`config.mk`:
```
export PLATFORM = sky130hd
export DESIGN_NAME = uhed_top
export DESIGN_NICKNAME = d
export VERILOG_FILES = /design/src/inc/uhed_pkg.sv /design/src/verilog/uhed_desc_rom.sv /design/src/verilog/uhed_top.sv
export VERILOG_INCLUDE_DIRS = /design/src /design/src/inc
export SDC_FILE = /design/constraint.sdc
export NUM_CORES = 1
export LEC_CHECK = 0
export ABC_AREA = 1
export BUFFER_PORTS_ARGS = -buffer_cell sky130_fd_sc_hd__buf_4
export CELL_PAD_IN_SITES_DETAIL_PLACEMENT = 0
export CELL_PAD_IN_SITES_GLOBAL_PLACEMENT = 1
export CORE_MARGIN = 1.5
export CORE_UTILIZATION = 34
export CTS_CLUSTER_SIZE = 24
export DETAILED_ROUTE_END_ITERATION = 7
export PLACE_DENSITY_LB_ADDON = 0.1
export SYNTH_ARGS = -nofsm -noshare
export SYNTH_HDL_FRONTEND = slang
export SYNTH_SLANG_ARGS = --single-unit
export TNS_END_PERCENT = 100
```
`constraint.sdc`:
```
create_clock -name clk_sys -period 1.9 [get_ports clk_sys]
set_input_delay 0.38 -clock clk_sys [delete_from_list [all_inputs] [get_ports clk_sys]]
set_output_delay 0.38 -clock clk_sys [all_outputs]
set_load 0.02 [all_outputs]
```
`src/inc/uhed_defs.svh`:
```
// Register offsets, field positions and descriptor constants
`ifndef UHED_DEFS_SVH
`define UHED_DEFS_SVH
`define UHED_ADDR_W 8
`define UHED_OFS_CTRL 8'h00
`define UHED_OFS_VID 8'h04
`define UHED_OFS_PID 8'h08
`define UHED_OFS_DID 8'h0C
`define UHED_OFS_STATE 8'h10
`define UHED_OFS_DESC 8'h14
`define UHED_CTRL_LOAD_ROM 0
`define UHED_CTRL_COMMIT 1
`define UHED_CTRL_HS_DIS 2
`define UHED_CTRL_STR_EN 3
`define UHED_CTRL_PRST_LO 4
`define UHED_CTRL_LOADED 7
`define UHED_ST_CONF 8
`define UHED_ST_PWR_LO 9
`define UHED_ST_SUSP 12
`define UHED_ST_ATT 13
`define UHED_ST_FS 14
`define UHED_DESC_LEN 8'h12
`define UHED_DESC_TYPE 8'h01
`define UHED_DESC_BCD 16'h0200
`define UHED_DESC_CLASS 8'h09
`define UHED_DESC_SUB 8'h00
`define UHED_DESC_PROTO 8'h00
`define UHED_DESC_MPS 8'h40
`define UHED_DESC_NCFG 8'h01
`define UHED_STR_MFG 8'h01
`define UHED_STR_PROD 8'h02
`define UHED_STR_SER 8'h03
`define UHED_DESC_LAST 5'h11
`endif

```
`src/inc/uhed_pkg.sv`:
```
// Types shared by the enumeration and descriptor logic
package uhed_pkg;
  typedef enum logic [2:0]
  {
    UHED_LOAD = 3'b001,
    UHED_DFLT = 3'b010,
    UHED_CONF = 3'b100
  } uhed_mode_t;

  typedef struct packed
  {
    logic [15:0] vid;
    logic [15:0] pid;
    logic [15:0] did;
  } uhed_ids_t;

  typedef struct packed
  {
    uhed_mode_t mode;
    uhed_ids_t ids;
    logic [6:0] addr;
    logic [2:0] pwr;
    logic [2:0] dsrst;
    logic str_en;
    logic hs_dis;
    logic susp;
    logic tt_flush;
    logic ack;
    logic [31:0] rdat;
    logic [4:0] idx;
    logic [2:0] rst_s;
    logic [2:0] sus_s;
  } uhed_state_t;

  typedef struct packed
  {
    logic [7:0] byte_val;
  } uhed_rom_state_t;
endpackage : uhed_pkg

```
`src/verilog/uhed_desc_rom.sv`:
```
// Full-speed device descriptor byte source
`include "uhed_defs.svh"
module uhed_desc_rom
  import uhed_pkg::*;
(
  input wire logic clk_sys,
  input wire logic rst_n,
  input wire logic [4:0] idx,
  input wire uhed_ids_t ids,
  input wire logic str_en,
  output logic [7:0] byte_out
);
  uhed_rom_state_t st_reg;
  uhed_rom_state_t st_next;

  // Multi-byte fields low byte first
  function automatic logic [7:0] desc_byte(input logic [4:0] i,
    input uhed_ids_t v, input logic s);
    logic [7:0] b;
    b = 8'h00;
    case (i)
      5'h00: b = `UHED_DESC_LEN;
      5'h01: b = `UHED_DESC_TYPE;
      5'h02: b = 8'(`UHED_DESC_BCD);
      5'h03: b = 8'(`UHED_DESC_BCD >> 8);
      5'h04: b = `UHED_DESC_CLASS;
      5'h05: b = `UHED_DESC_SUB;
      5'h06: b = `UHED_DESC_PROTO;
      5'h07: b = `UHED_DESC_MPS;
      5'h08: b = v.vid[7:0];
      5'h09: b = v.vid[15:8];
      5'h0A: b = v.pid[7:0];
      5'h0B: b = v.pid[15:8];
      5'h0C: b = v.did[7:0];
      5'h0D: b = v.did[15:8];
      5'h0E: b = s ? `UHED_STR_MFG : 8'h00;
      5'h0F: b = s ? `UHED_STR_PROD : 8'h00;
      5'h10: b = s ? `UHED_STR_SER : 8'h00;
      5'h11: b = `UHED_DESC_NCFG;
      default: b = 8'h00;
    endcase
    return b;
  endfunction : desc_byte

  always_comb
  begin
    st_next = st_reg;
    st_next.byte_val = desc_byte(idx, ids, str_en);
  end

  always_ff @(posedge clk_sys)
  begin
    if (!rst_n)
      st_reg <= '0;
    else
      st_reg <= st_next;
  end

  assign byte_out = st_reg.byte_val;
endmodule : uhed_desc_rom

```
`src/verilog/uhed_top.sv`:
```
// Hub upstream enumeration, bus reset handling and descriptor access
//
// Operation
// - Descriptor values from ROM or serial load
// - Stay detached until ROM load or commit
// - Never forward bus reset downstream
// - Bus reset sets device address zero
// - Bus reset returns hub to unconfigured
// - Bus reset clears port power bits
// - Bus reset flushes all TT buffers once attached
// - Bus reset wakes hub from suspend once attached
// - High speed disabled means full-speed attach
// - Device descriptor 18 bytes, type 01
// - Release number field reads 0200h
// - Hub class, subclass, protocol, packet 64
// - Vendor, product, device IDs as loaded
// - String indexes zero or 1,2,3
`include "uhed_defs.svh"
module uhed_top
  import uhed_pkg::*;
#(
  // Arbitrary neutral identifiers for the internal default set
  parameter logic [15:0] DEF_VID = 16'h1234,
  parameter logic [15:0] DEF_PID = 16'h5678,
  parameter logic [15:0] DEF_DID = 16'h0001,
  parameter logic DEF_HS_DIS = 1'b1,
  parameter logic DEF_STR_EN = 1'b0
)
(
  input wire logic clk_sys,
  input wire logic rst_n,
  input wire logic wb_cyc_i,
  input wire logic wb_stb_i,
  input wire logic wb_we_i,
  input wire logic [7:0] wb_adr_i,
  input wire logic [3:0] wb_sel_i,
  input wire logic [31:0] wb_dat_i,
  output logic [31:0] wb_dat_o,
  output logic wb_ack_o,
  input wire logic usb_bus_reset,
  input wire logic usb_suspend,
  output logic attach_en,
  output logic full_speed_only,
  output logic [3:1] downstream_port_power,
  output logic [3:1] downstream_port_reset,
  output logic tt_flush,
  output logic [6:0] dev_addr,
  output logic configured
);
  uhed_state_t st_reg;
  uhed_state_t st_next;
  logic [7:0] desc_byte;
  logic req;
  logic wr;
  logic bus_rst_edge;
  logic susp_edge;
  logic loaded;

  // Byte-lane merge for the 16-bit identifier registers
  function automatic logic [15:0] merge16(input logic [15:0] old,
    input logic [31:0] d, input logic [3:0] sel);
    logic [15:0] r;
    r = old;
    if (sel[0])
      r[7:0] = d[7:0];
    if (sel[1])
      r[15:8] = d[15:8];
    return r;
  endfunction : merge16

  function automatic logic hit(input logic [7:0] a, input logic [7:0] o);
    return a[7:2] == o[7:2];
  endfunction : hit

  assign req = wb_cyc_i && wb_stb_i && !st_reg.ack;
  // Write lands at the edge that sees ack, while the master still holds
  assign wr = wb_cyc_i && wb_stb_i && wb_we_i && st_reg.ack;
  // Edges compare the second and third synchroniser stages
  assign bus_rst_edge = st_reg.rst_s[1] && !st_reg.rst_s[2];
  assign susp_edge = st_reg.sus_s[1] && !st_reg.sus_s[2];
  assign loaded = st_reg.mode != UHED_LOAD;

  always_comb
  begin
    st_next = st_reg;
    st_next.rst_s = {st_reg.rst_s[1:0], usb_bus_reset};
    st_next.sus_s = {st_reg.sus_s[1:0], usb_suspend};
    st_next.ack = req;
    st_next.tt_flush = 1'b0;
    st_next.dsrst = 3'b000;
    // Read data holds until the next read
    if (req && !wb_we_i)
    begin
      st_next.rdat = 32'h0000_0000;
      if (hit(wb_adr_i, `UHED_OFS_CTRL))
      begin
        st_next.rdat[`UHED_CTRL_HS_DIS] = st_reg.hs_dis;
        st_next.rdat[`UHED_CTRL_STR_EN] = st_reg.str_en;
        st_next.rdat[`UHED_CTRL_LOADED] = loaded;
      end
      else if (hit(wb_adr_i, `UHED_OFS_VID))
        st_next.rdat[15:0] = st_reg.ids.vid;
      else if (hit(wb_adr_i, `UHED_OFS_PID))
        st_next.rdat[15:0] = st_reg.ids.pid;
      else if (hit(wb_adr_i, `UHED_OFS_DID))
        st_next.rdat[15:0] = st_reg.ids.did;
      else if (hit(wb_adr_i, `UHED_OFS_STATE))
      begin
        st_next.rdat[6:0] = st_reg.addr;
        st_next.rdat[`UHED_ST_CONF] = st_reg.mode == UHED_CONF;
        st_next.rdat[`UHED_ST_PWR_LO +: 3] = st_reg.pwr;
        st_next.rdat[`UHED_ST_SUSP] = st_reg.susp;
        st_next.rdat[`UHED_ST_ATT] = loaded;
        st_next.rdat[`UHED_ST_FS] = st_reg.hs_dis;
      end
      else if (hit(wb_adr_i, `UHED_OFS_DESC))
      begin
        st_next.rdat[4:0] = st_reg.idx;
        st_next.rdat[15:8] = desc_byte;
      end
    end
    if (wr)
    begin
      if (hit(wb_adr_i, `UHED_OFS_CTRL) && wb_sel_i[0])
      begin
        // Settings freeze once attached: the host already saw them
        if (!loaded)
        begin
          st_next.hs_dis = wb_dat_i[`UHED_CTRL_HS_DIS];
          st_next.str_en = wb_dat_i[`UHED_CTRL_STR_EN];
          if (wb_dat_i[`UHED_CTRL_LOAD_ROM])
          begin
            st_next.ids = '{vid: DEF_VID, pid: DEF_PID, did: DEF_DID};
            st_next.hs_dis = DEF_HS_DIS;
            st_next.str_en = DEF_STR_EN;
            st_next.mode = UHED_DFLT;
          end
          else if (wb_dat_i[`UHED_CTRL_COMMIT])
            st_next.mode = UHED_DFLT;
        end
        // Downstream resets come only from software
        st_next.dsrst = wb_dat_i[`UHED_CTRL_PRST_LO +: 3];
      end
      if (!loaded && hit(wb_adr_i, `UHED_OFS_VID))
        st_next.ids.vid = merge16(st_reg.ids.vid, wb_dat_i, wb_sel_i);
      if (!loaded && hit(wb_adr_i, `UHED_OFS_PID))
        st_next.ids.pid = merge16(st_reg.ids.pid, wb_dat_i, wb_sel_i);
      if (!loaded && hit(wb_adr_i, `UHED_OFS_DID))
        st_next.ids.did = merge16(st_reg.ids.did, wb_dat_i, wb_sel_i);
      if (loaded && hit(wb_adr_i, `UHED_OFS_STATE))
      begin
        if (wb_sel_i[0])
          st_next.addr = wb_dat_i[6:0];
        if (wb_sel_i[1])
        begin
          st_next.mode = wb_dat_i[`UHED_ST_CONF] ? UHED_CONF : UHED_DFLT;
          st_next.pwr = wb_dat_i[`UHED_ST_PWR_LO +: 3];
          if (!wb_dat_i[`UHED_ST_SUSP])
            st_next.susp = 1'b0;
        end
      end
      if (hit(wb_adr_i, `UHED_OFS_DESC) && wb_sel_i[0])
        st_next.idx = wb_dat_i[4:0];
    end
    // Suspend event wins over a software clear in the same cycle
    if (susp_edge)
      st_next.susp = 1'b1;
    // Bus reset overrides software writes to address, configuration, power and suspend in the same cycle
    if (bus_rst_edge && loaded)
    begin
      st_next.addr = 7'h00;
      st_next.mode = UHED_DFLT;
      st_next.pwr = 3'b000;
      st_next.tt_flush = 1'b1;
      st_next.susp = 1'b0;
    end
  end

  always_ff @(posedge clk_sys)
  begin
    if (!rst_n)
    begin
      st_reg <= '0;
      st_reg.mode <= UHED_LOAD;
    end
    else
      st_reg <= st_next;
  end

  uhed_desc_rom u_rom
  (
    .clk_sys(clk_sys),
    .rst_n(rst_n),
    .idx(st_reg.idx),
    .ids(st_reg.ids),
    .str_en(st_reg.str_en),
    .byte_out(desc_byte)
  );

  assign wb_ack_o = st_reg.ack;
  assign wb_dat_o = st_reg.rdat;
  assign attach_en = loaded;
  assign full_speed_only = st_reg.hs_dis;
  assign downstream_port_power = st_reg.pwr;
  assign downstream_port_reset = st_reg.dsrst;
  assign tt_flush = st_reg.tt_flush;
  assign dev_addr = st_reg.addr;
  assign configured = st_reg.mode == UHED_CONF;

  // One set of checks per downstream port
  for (genvar p = 1; p <= 3; p++)
  begin : g_port

  end
endmodule : uhed_top

```
==> results.txt, run 1 <==
TritonCTS built the clock tree. The number of synthesized register bits was 104. Counting flops with an async set or reset pin after synthesis yields a share of 0%. Hold repair after CTS inserted 0 buffers. Largest area contributor in the synthesized netlist: sky130_fd_sc_hd__dfxtp_1.

In the routed design, unresolved DRC markers number 0. The routed layout has 5647 vias. Counting flops with a built-in enable in the synthesized netlist gives 0. The average instance in the mapped netlist occupies 6.66 um2. The first detailed-routing pass ran for 6 iterations.

The number of sinks handled by clock tree synthesis was 104; the per-cell via count in the routed design was 4.96. Most instantiated library cell after synthesis: sky130_fd_sc_hd__nand2_1. The residual antenna-violating net count after detailed routing came out at 0. Yosys attributes the largest share of cell area to sky130_fd_sc_hd__dfxtp_1 37%, sky130_fd_sc_hd__nand2_1 13%, sky130_fd_sc_hd__nor2_1 7.8%, sky130_fd_sc_hd__a21oi_1 6.7%, sky130_fd_sc_hd__buf_4 6.1%. The clock buffer count from CTS was 9; the detail-routed net length per standard cell was 18.1 um.

The max-slew violation count is 0, and the final count of hold timing violations is 0. The netlist uses 39 different library cells. Setup total negative slack on the finished layout was measured at 0 ns. The share of total power dissipated in combinational logic is 7.2%. Entering global routing, the biggest net connects 34 pins. Summed over all nets, the switching power comes to 1210 uW. The H-tree generated during clock tree synthesis spans 3 levels. The peak per-stage delay on the critical path was 0.45 ns; the static leakage was 0.00300 uW. For this run, the post-layout net count is 968. The tools report the final RePlAce weighted congestion as 0.979. The total non-filler cell area in the finished layout is 6710 um2. The path class of the tightest hold or removal check is input pin to flip-flop. Data arrives at the worst endpoint at 1.40 ns. The region available for standard cell placement spans 16000 um2. The die covers 17300 um2. The detailed router's first-iteration violation count was 431. The share of synthesized area in the top cell type comes to 37.1%.

The power per standard cell area is 659 nW/um2. The floorplan step set the die width to 132 um. The tools report the quantity of gates resized following cts as 0. Port buffering added 64 buffers. The final period utilization works out to 93.6%. Post-synthesis instance area: 5620 um2. Once placement completed, the tool counted placed cells totaling 1122. The initial utilization of the core area, before any placement, comes to 35.1%. For the number of endpoints failing setup at the final stage, the log shows 0. The startpoint identified for the worst register-to-register timing path is wb_ack_o. For this run, the number of Yosys warnings is 0.

The clock latency at the later pin of the worst-skew pair is 0.37 ns. The routed design has 20.6 mm of wire. Net switching is 27.3% of the power.

Synthesis produced a netlist whose cell count is 843. The number of antenna diodes in the final layout is 0. The flow ran to the end, and the final reports show no timing, DRC or antenna violations. Worst hold path endpoint: st_next[4]. Clock-pin slew was measured on the worst setup and hold paths at 0.07 ns. The vertical extent of the die works out to 132 um. The run gives 1803 as the number of inserted filler cells in the final layout.

The worst setup path category is flip-flop to output port. For the count of non-filler cells in the finished layout, the log shows 1138. The number of rows in the core area came out at 46. The worst setup path is captured at an output port. The register with the most flip-flops in the layout has 60 of them. Ranked by instance count, the synthesized netlist is headed by 196 x sky130_fd_sc_hd__nand2_1, 117 x sky130_fd_sc_hd__nor2_1, 104 x sky130_fd_sc_hd__dfxtp_1. Power comes to 4420 uW. The most used flip-flop cell after synthesis is sky130_fd_sc_hd__dfxtp_1.

For this design, the slowest cell found on the critical path is sky130_fd_sc_hd__nor3_1. The via count of the first global-routing pass was 5361; the total placed instance area was 6420 um2. The internal portion of the total power is 3220 uW. Relative area change from synthesis to final layout: 19.4%. The logs give 0.0120 ns for the clock skew and 41.9% for the final core area utilization. Sequential cells burn 49.6% of the power.

The HPWL reported at the end of detailed placement was 16.1 mm. The leftover overflow at the end of global routing came out at 0. Global routing used 24.3% of the available tracks across all layers. The clock group share of total power was 43.3%.

The critical path required time is 1.52 ns. The critical path goes through nor3_1 > buf_4. The worst hold path begins at usb_bus_reset. For this run, the register share of the synthesized area comes to 37.1%. The cell chosen for the clock root was sky130_fd_sc_hd__clkbuf_16. Setup repair after global routing left no endpoint under its margin.

The tools report the capture point of the worst reg-to-reg path as st_reg[110]. The post-route netlist has 19.2% of its cells at a drive strength greater than 1. The worst reg2reg path depth is 6, and the shortest clock period the worst path allows after layout is 1.78 ns. In this run the deepest clock path goes through 2 buffers. For flop-to-flop paths, the worst setup slack is 0.16 ns. The kind of launch point of the worst setup path was a flip-flop.

I/O pin count: 101. For this run, the top clock speed supported by timing is 562 MHz. The first global-routing pass estimated 31.7 mm of wire.

Once the clock tree was built, the setup fixing pass inserted 0 buffers. Across the run, the number of max-cap violations was 0. The maximum vdd drop is 0.539 mV, and the worst hold path depth is 3. Of all nets on the critical path, the largest fanout is 3. The number of antenna violations at the first check in global routing is 0.
placed cells by master, fill, tap and decap left out, types with 3 or more instances in the layout:
cell / instances
sky130_fd_sc_hd__a211oi_1: 11
sky130_fd_sc_hd__a21oi_1: 75
sky130_fd_sc_hd__a31oi_1: 4
sky130_fd_sc_hd__buf_12: 5
sky130_fd_sc_hd__buf_4: 109
sky130_fd_sc_hd__clkbuf_16: 9
sky130_fd_sc_hd__conb_1: 16
sky130_fd_sc_hd__dfxtp_1: 104
sky130_fd_sc_hd__inv_1: 92
sky130_fd_sc_hd__inv_2: 18
sky130_fd_sc_hd__inv_6: 3
sky130_fd_sc_hd__nand2_1: 196
sky130_fd_sc_hd__nand2_2: 3
sky130_fd_sc_hd__nand2_4: 4
sky130_fd_sc_hd__nand3_1: 23
sky130_fd_sc_hd__nand3_2: 3
sky130_fd_sc_hd__nand4_1: 15
sky130_fd_sc_hd__nor2_1: 117
sky130_fd_sc_hd__nor2_2: 3
sky130_fd_sc_hd__nor2_4: 7
sky130_fd_sc_hd__nor3_1: 8
sky130_fd_sc_hd__o211ai_1: 5
sky130_fd_sc_hd__o21ai_0: 39
sky130_fd_sc_hd__o21ai_1: 23
sky130_fd_sc_hd__o21bai_1: 3
sky130_fd_sc_hd__o22ai_1: 8
metrics by stage:
stage	setup WS, ns	hold slack, ns
detailed placement	-0.0528	0.400
global placement	0.00498	0.397
finish	0.121	0.197
global route	0.0150	0.208
floorplan	0.238	0.390
CTS	0.127	0.194
power groups by stage:
stage | Clock, uW | Sequential (uW) | Combinational [uW]
after floorplan | 0 | 2240 | 187
after global routing | 2010 | 2200 | 343
after CTS | 1930 | 2190 | 316
final | 1910 | 2190 | 317
after global placement | 0 | 2250 | 313
after detailed placement | 0 | 2250 | 315
worst max-delay path: cells and delay by family (launching register included):
family / cells / cell delay, ns
AND/OR/NAND/NOR: 1 / 0.45
flip-flops: 1 / 0.35
buffers and inverters: 1 / 0.24
how the worst max path moves through the flow:
stage,cells after the start,end,startpoint,slack (ns)
global route,8,downstream_port_power[1],st_reg[111],0.02
CTS,2,configured,st_reg[110],0.13
detailed placement,11,st_reg[89],wb_adr_i[4],-0.05
floorplan,11,st_reg[84],wb_adr_i[4],0.24
finish,2,configured,st_reg[110],0.12
global placement,11,st_reg[75],wb_adr_i[4],0.005
per-layer routing:
metal | GRT usage, % | share of wire, % | up-vias
li1 | - | - | 2790
met3 | 3.51 | 5.9 | 35
met5 | 0 | 0 | -
met2 | 40.1 | 46 | 207
met1 | 31.4 | 44 | 2615
met4 | 11.4 | 3.7 | 0
layout make-up:
class / instances / area [um2] / share of cell area [%]
flip-flops and latches: 104 / 2080 / 31.0
well taps: 216 / 270 / 4.03
multi-input cells: 576 / 2730 / 40.7
clock inverters: 7 / 61.3 / 0.914
repair buffers: 114 / 918 / 13.7
clock buffers: 9 / 225 / 3.36
inverters: 112 / 420 / 6.27
cell families after synthesis:
logic type	synth area share (%)
AND/OR/NAND/NOR	29.7
buffers and inverters	15.3
AO/OA/AOI/OAI	17.8
flip-flops	37.1
other	0.0668
No activity file was read; power rests on OpenSTA's default activity.
==> run 2: changes to the inputs <==
--- a/config.mk
+++ b/config.mk
@@ -7,7 +7,7 @@
 export NUM_CORES = 1
 export LEC_CHECK = 0
 export ABC_AREA = 1
-export BUFFER_PORTS_ARGS = -buffer_cell sky130_fd_sc_hd__buf_4
+export BUFFER_PORTS_ARGS = -buffer_cell sky130_fd_sc_hd__buf_2
 export CELL_PAD_IN_SITES_DETAIL_PLACEMENT = 0
 export CELL_PAD_IN_SITES_GLOBAL_PLACEMENT = 1
 export CORE_MARGIN = 1.5
==> results.txt, run 2 (same netlist as run 1, synthesis figures left out) <==
The area growth from synthesis to layout is 18.4%. The initial core utilization was 35.1%. Start of the worst register-to-register path: st_reg[111]. Detailed placement ended at an HPWL of 16.2 mm. For the area inside the core boundary, the log shows 16000 um2.

Leaving out fill and tap cells, the most frequent cell in the layout is sky130_fd_sc_hd__nand2_1. IR analysis of the VDD net gives a maximum drop of 0.407 mV. In this run the critical register-to-register path is captured at st_reg[88].

In the routed layout, each cell is associated on average with a via count of 4.88. The tools report the global-route wire length before repair as 31.6 mm. Number of H-tree levels: 3. The die outline width came out at 132 um. The kind of capture point of the worst setup path is an output port. Grouping stages by cell kind, the critical path spends the most delay in simple AND/OR/NAND/NOR gates.

For the finished layout, the period the worst path requires is 1.77 ns. In the final routed layout, each cell accounts on average for 17.9 um. For the worst flop-to-flop path, the logic depth is 10. For hold timing, the worst endpoint is st_next[4]. The worst hold path begins at usb_bus_reset. The worst hold path belongs to the class input pin to flip-flop.

Input and output buffers added on the ports amount to 64. The tool flagged a number of max-cap violations equal to 0. The worst max-slew margin expressed relative to the limit was 65.8%; the worst hold path depth was 3. Gates resized during post-CTS repair numbered 0. The run finished with clean final reports. The completed layout was analyzed and its total power is 4550 uW. The via count of the first global-routing pass was 5427. The vertical extent of the die is 132 um, and the final period utilization is 93.0%. The register with the most flip-flops in the layout has 60 of them.

0 antenna diodes ended up in the layout. Counting along the longest clock path gives a buffer depth of 2. The number of antenna violations at the first check in global routing came out at 0. The worst setup path category is flip-flop to output port. Critical path required time: 1.52 ns. Cell chosen for the clock root: sky130_fd_sc_hd__clkbuf_16. The tools report the post-route DRC violation count as 0. The pin count of the biggest net entering global routing came out at 35. The die footprint was 17300 um2.

In the layout the commonest cells are 196 x sky130_fd_sc_hd__nand2_1, 117 x sky130_fd_sc_hd__nor2_1, 104 x sky130_fd_sc_hd__dfxtp_1, 92 x sky130_fd_sc_hd__inv_1, 75 x sky130_fd_sc_hd__a21oi_1. For the total setup buffers inserted after CTS, the log shows 0. The detailed router's first-iteration violation count was 384; the final worst slack was 0.134 ns. The worst register-to-register path has a setup slack of 0.18 ns. STA puts the critical path data arrival time at 1.39 ns.

The largest fanout of any net on the critical path works out to 3. The tools report the fmax as 566 MHz. The detailed-route via count is 5602. The I/O pin count was 101. The tools report the kind of launch point of the worst setup path as a flip-flop. The peak per-stage delay on the critical path works out to 0.42 ns. The total overflow left after global routing is 0.

The clock skew was 0.00989 ns; the iteration count of the initial detailed-routing pass was 5. The power per standard cell area was 683 nW/um2. After clock tree synthesis, the clock-pin slew on the worst setup and hold paths is 0.08 ns. Summed over all cells, the static leakage comes to 0.00304 uW.

For the worst-skew pair, the clock arrives at the later sink with an insertion delay of 0.37 ns. Walking the worst path, the cells encountered are nor3_1 > buf_2. TritonCTS built the clock tree.

Across every metal layer, demand over resource in global routing totals 24.2%. Row generation in the floorplan step produced 46 rows. Clock buffer count from CTS: 9. The number of hold buffers added after CTS was 0. Setup repair after global routing left no endpoint under its margin.

Number of endpoints failing setup at the final stage: 0. In this run the remaining antenna-violating nets after routing total 0. Before CTS, the worst setup slack after placement is -0.0402 ns. The sum of buffers and inverters on the critical path came out at 1. At the end of the flow, the number of nets in the layout was 977. The tools report the final count of hold timing violations as 0. The routed design has 20.6 mm of wire.

The run gives 0 as the max-slew violation count. Critical path's slowest cell: sky130_fd_sc_hd__nor3_1. The slew at the pin with the worst max-slew slack came out at 0.511 ns. The number of sinks handled by clock tree synthesis was 104; the layout cell share with drive strength beyond 1 was 20.0%.

The tools report the final RePlAce weighted congestion as 0.937.
[run 2: through the flow]
stage	utilization [%]	instance area, um2	std cells	hold WS [ns]	setup TNS (ns)
after floorplan	-	5670	858	0.390	0
after global placement	39.6	6330	1131	0.394	-0.0291
after detailed placement	39.6	6330	1131	0.402	-0.126
after CTS	41.6	6650	1147	0.183	0
after global routing	41.6	6650	1147	0.204	0
final	41.6	6650	1147	0.189	0
[run 2: layer usage]
metal / GRT usage [%] / part of all wire (%)
met4: 10.3 / 3.1
met5: 0 / 0
met1: 31.4 / 45
met2: 40.3 / 46
met3: 3.09 / 5.3
[run 2: area by class of cell]
class                           count  area, um2
Tap cell                          216        270
Fill cell                        1740       9350
Timing Repair Buffer              123        826
Clock inverter                      6       83.8
Clock buffer                       10        239
Inverter                          112        420
Sequential cell                   104       2080
Multi-Input combinational cell    576       2730
[run 2: worst max path at each step]
stage,depth (start not counted),slack (ns),end,startpoint
after floorplan,11,0.24,st_reg[84],wb_adr_i[4]
after global placement,10,-0.03,wb_dat_o[2],wb_adr_i[2]
after detailed placement,10,-0.04,wb_dat_o[2],wb_adr_i[2]
after CTS,2,0.1,configured,st_reg[110]
after global routing,2,0.03,configured,st_reg[110]
final,2,0.13,configured,st_reg[110]
[run 2: report_power, final]
group	total (uW)	switching [uW]	internal [uW]	leakage [uW]
Combinational	302	212	89.4	0.00204
Clock	2050	960	1090	0.000158
Sequential	2190	4.96	2190	0.000839
[run 2: tightest hold or removal path: stages]
cell and delay, ns:
sky130_fd_sc_hd__buf_2 0.07, sky130_fd_sc_hd__nand2_1 0.04, sky130_fd_sc_hd__inv_1 0.04
==> run 3: changes to the inputs <==
==> constraint.sdc (replaced) <==
create_clock -name clk_sys -period 2.1 [get_ports clk_sys]
set_input_delay 0.42 -clock clk_sys [delete_from_list [all_inputs] [get_ports clk_sys]]
set_output_delay 0.42 -clock clk_sys [all_outputs]
set_load 0.02 [all_outputs]
==> results.txt, run 3 (same netlist as run 1, synthesis figures left out) <==
The flow ran to the end, and the final reports show no timing, DRC or antenna violations. The top cell types in the final layout, fill and taps aside, are 196 x sky130_fd_sc_hd__nand2_1, 117 x sky130_fd_sc_hd__nor2_1, 104 x sky130_fd_sc_hd__dfxtp_1, 92 x sky130_fd_sc_hd__inv_1, 75 x sky130_fd_sc_hd__a21oi_1. The register with the most flip-flops in the layout has 60 of them.

Setup slack on the critical path of the routed design comes to 0.206 ns. The congestion estimate from routability-driven global placement came to 0.936. The via count of the first global-routing pass came out at 5286.

After clock tree synthesis, the clock-pin slew on the worst setup and hold paths is 0.08 ns. The clock latency at the later pin of the worst-skew pair is 0.36 ns. The maximum clock insertion buffer count is 2, and the per-cell via count in the routed design is 5.01. After detailed placement, the design holds a cell count of 1111. In this run the clock root is driven by a sky130_fd_sc_hd__clkbuf_16. The tools report the kind of launch point of the worst setup path as a flip-flop. In the routed design, unresolved DRC markers number 0. The run gives 0.355 mV as the maximum vdd drop.

0 antenna diodes ended up in the layout. On the worst path, the slowest cell contributes a delay of 0.50 ns. The number of inserted filler cells in the final layout is 1793, and the I/O pin count is 101. For this configuration, the core starts out at a cell density of 35.1%. In this run, flip-flops and latches consume 50.9% of the power. The routed layout has 5648 vias. The first global-routing pass estimated 31.4 mm of wire.

Prior to clock tree synthesis, the placed netlist has a worst setup slack of 0.0154 ns. In the final timing run, aggregate negative setup slack is 0 ns. The most common library cell in the layout ignoring fill and taps is sky130_fd_sc_hd__nand2_1.

TritonCTS built the clock tree. The H-tree was split into 3 levels. The first TritonRoute pass finished after 5 iterations. From synthesis to final layout, the design area changed by 14.3%. Entering global routing, the biggest net connects 35 pins.

STA classifies the critical path endpoint as an output port. The max-cap violation count came out at 0. The tools report the clock buffer count from CTS as 9. The global routing usage summed across all routing layers came out at 24.2%. The fmax is 528 MHz. The smallest clock period supported by the final layout is computed as 1.89 ns. In this run the worst path has a maximum fanout of 3.

For this run, the post-layout net count is 957. In this run, post-CTS hold repair placed 0 buffers. Area inside the core boundary: 16000 um2. The analysis attributes to net switching a power of 1020 uW.

After layout, the worst path uses 90.2% of the clock period. For the number of antenna violations at the first check in global routing, the log shows 0. The power per standard cell area came out at 607 nW/um2.

The count of buffers inserted at the top-level ports is 64, and the total chip power is 3900 uW. The logs give 363 for the detailed router's first-iteration violation count and 0 for the total setup buffers inserted after CTS. The critical path required time is 1.68 ns. Vertical extent of the die: 132 um. The die is 132 um wide.

The tree built by TritonCTS fans out to 104 sinks. The quantity of gates resized following cts is 0. The clock group share of total power is 42.3%. The max-slew violation count was 0. Traced cell by cell, the critical path runs through nor3_1 > buf_2.

The worst max-slew margin expressed relative to the limit was 62.8%. The tightest min-delay check is of the input pin to flip-flop type. The count of nets left with antenna violations once routing finished came out at 0. Internal power comes to 2870 uW. Setup repair after global routing left no endpoint under its margin.

The post-detailed-routing wire length came out at 20.4 mm. The final count of hold timing violations is 0, and the sum of buffers and inverters on the critical path is 1. The kind of cell with the highest combined delay along the critical path is simple AND/OR/NAND/NOR gates. The run gives 1127 as the count of non-filler cells in the finished layout.

The number of rows in the core area was 46; the clock skew was 0.00823 ns. Summed over all layers, the global routing overflow is 0. Dividing the detail-routed wire length by the instance count gives 18.1 um. At the worst endpoint, the arrival time is 1.47 ns. By startpoint and endpoint, the worst setup path is classified as flip-flop to output port. The run gives 6.8% as the combinational share of power. The HPWL reported at the end of detailed placement is 16.0 mm. The slowest stage of the critical path belongs to the cell sky130_fd_sc_hd__nor3_1. The slew at the pin with the worst max-slew slack was 0.553 ns; the number of endpoints failing setup at the final stage was 0. The switching power as a share of total power works out to 26.3%.

The die covers 17300 um2. The static leakage was 0.00291 uW; the layout cell share with drive strength beyond 1 was 18.2%.
## run 3: layout make-up
class	count	area (um2)	share of cell area, %
Multi-Input combinational cell	576	2730	42.5
Clock inverter	7	53.8	0.838
Inverter	112	420	6.55
Tap cell	216	270	4.21
Sequential cell	104	2080	32.4
Clock buffer	9	225	3.51
Timing Repair Buffer	103	638	9.94
## run 3: stage by stage
step / hold WS (ns) / area, um2 / util [%]
final: 0.232 / 6420 / 40.1
after global routing: 0.227 / 6420 / 40.1
after CTS: 0.221 / 6420 / 40.1
after detailed placement: 0.401 / 6140 / 38.4
after global placement: 0.396 / 6140 / 38.4
after floorplan: 0.390 / 5670 / -
## run 3: worst paths after layout
path                            slack [ns]     startpoint  depth (start not counted)          to
worst max-delay path                  0.21    st_reg[110]                          2  configured
worst min-delay path                  0.23  usb_bus_reset                          3  st_next[4]
worst max register to register        0.21    st_reg[111]                          9  st_reg[97]
worst min register to register        0.42     st_next[4]                          2  st_next[5]
## run 3: worst reg2reg max path, cell delays in order, from the launching register on
cell and delay [ns]:
sky130_fd_sc_hd__dfxtp_1 0.31, sky130_fd_sc_hd__inv_1 0.06, sky130_fd_sc_hd__nand2_1 0.08, sky130_fd_sc_hd__nor2_4 0.10
sky130_fd_sc_hd__buf_4 0.21, sky130_fd_sc_hd__nand2_4 0.14, sky130_fd_sc_hd__a21oi_2 0.26, sky130_fd_sc_hd__nand3_2 0.33
sky130_fd_sc_hd__nor2_1 0.21, sky130_fd_sc_hd__nor2_1 0.07
## run 3: power groups by stage
stage / sequential (uW) / clock, uW / combinational [uW]
2_1_floorplan: 2030 / 0 / 169
3_3_place_gp: 2030 / 0 / 262
3_5_place_dp: 2030 / 0 / 264
4_1_cts: 1980 / 1690 / 264
5_1_grt: 1990 / 1780 / 288
6_report: 1980 / 1650 / 265
## run 3: per-layer routing
metal	track usage (%)	vias to the layer above	routed length [um]	share of wire, %
li1	-	2772	-	-
met1	32.4	2619	9300	45
met3	2.51	33	1220	5.9
met4	11.5	0	704	3.4
met5	0	-	0	0
met2	38.8	224	9220	45
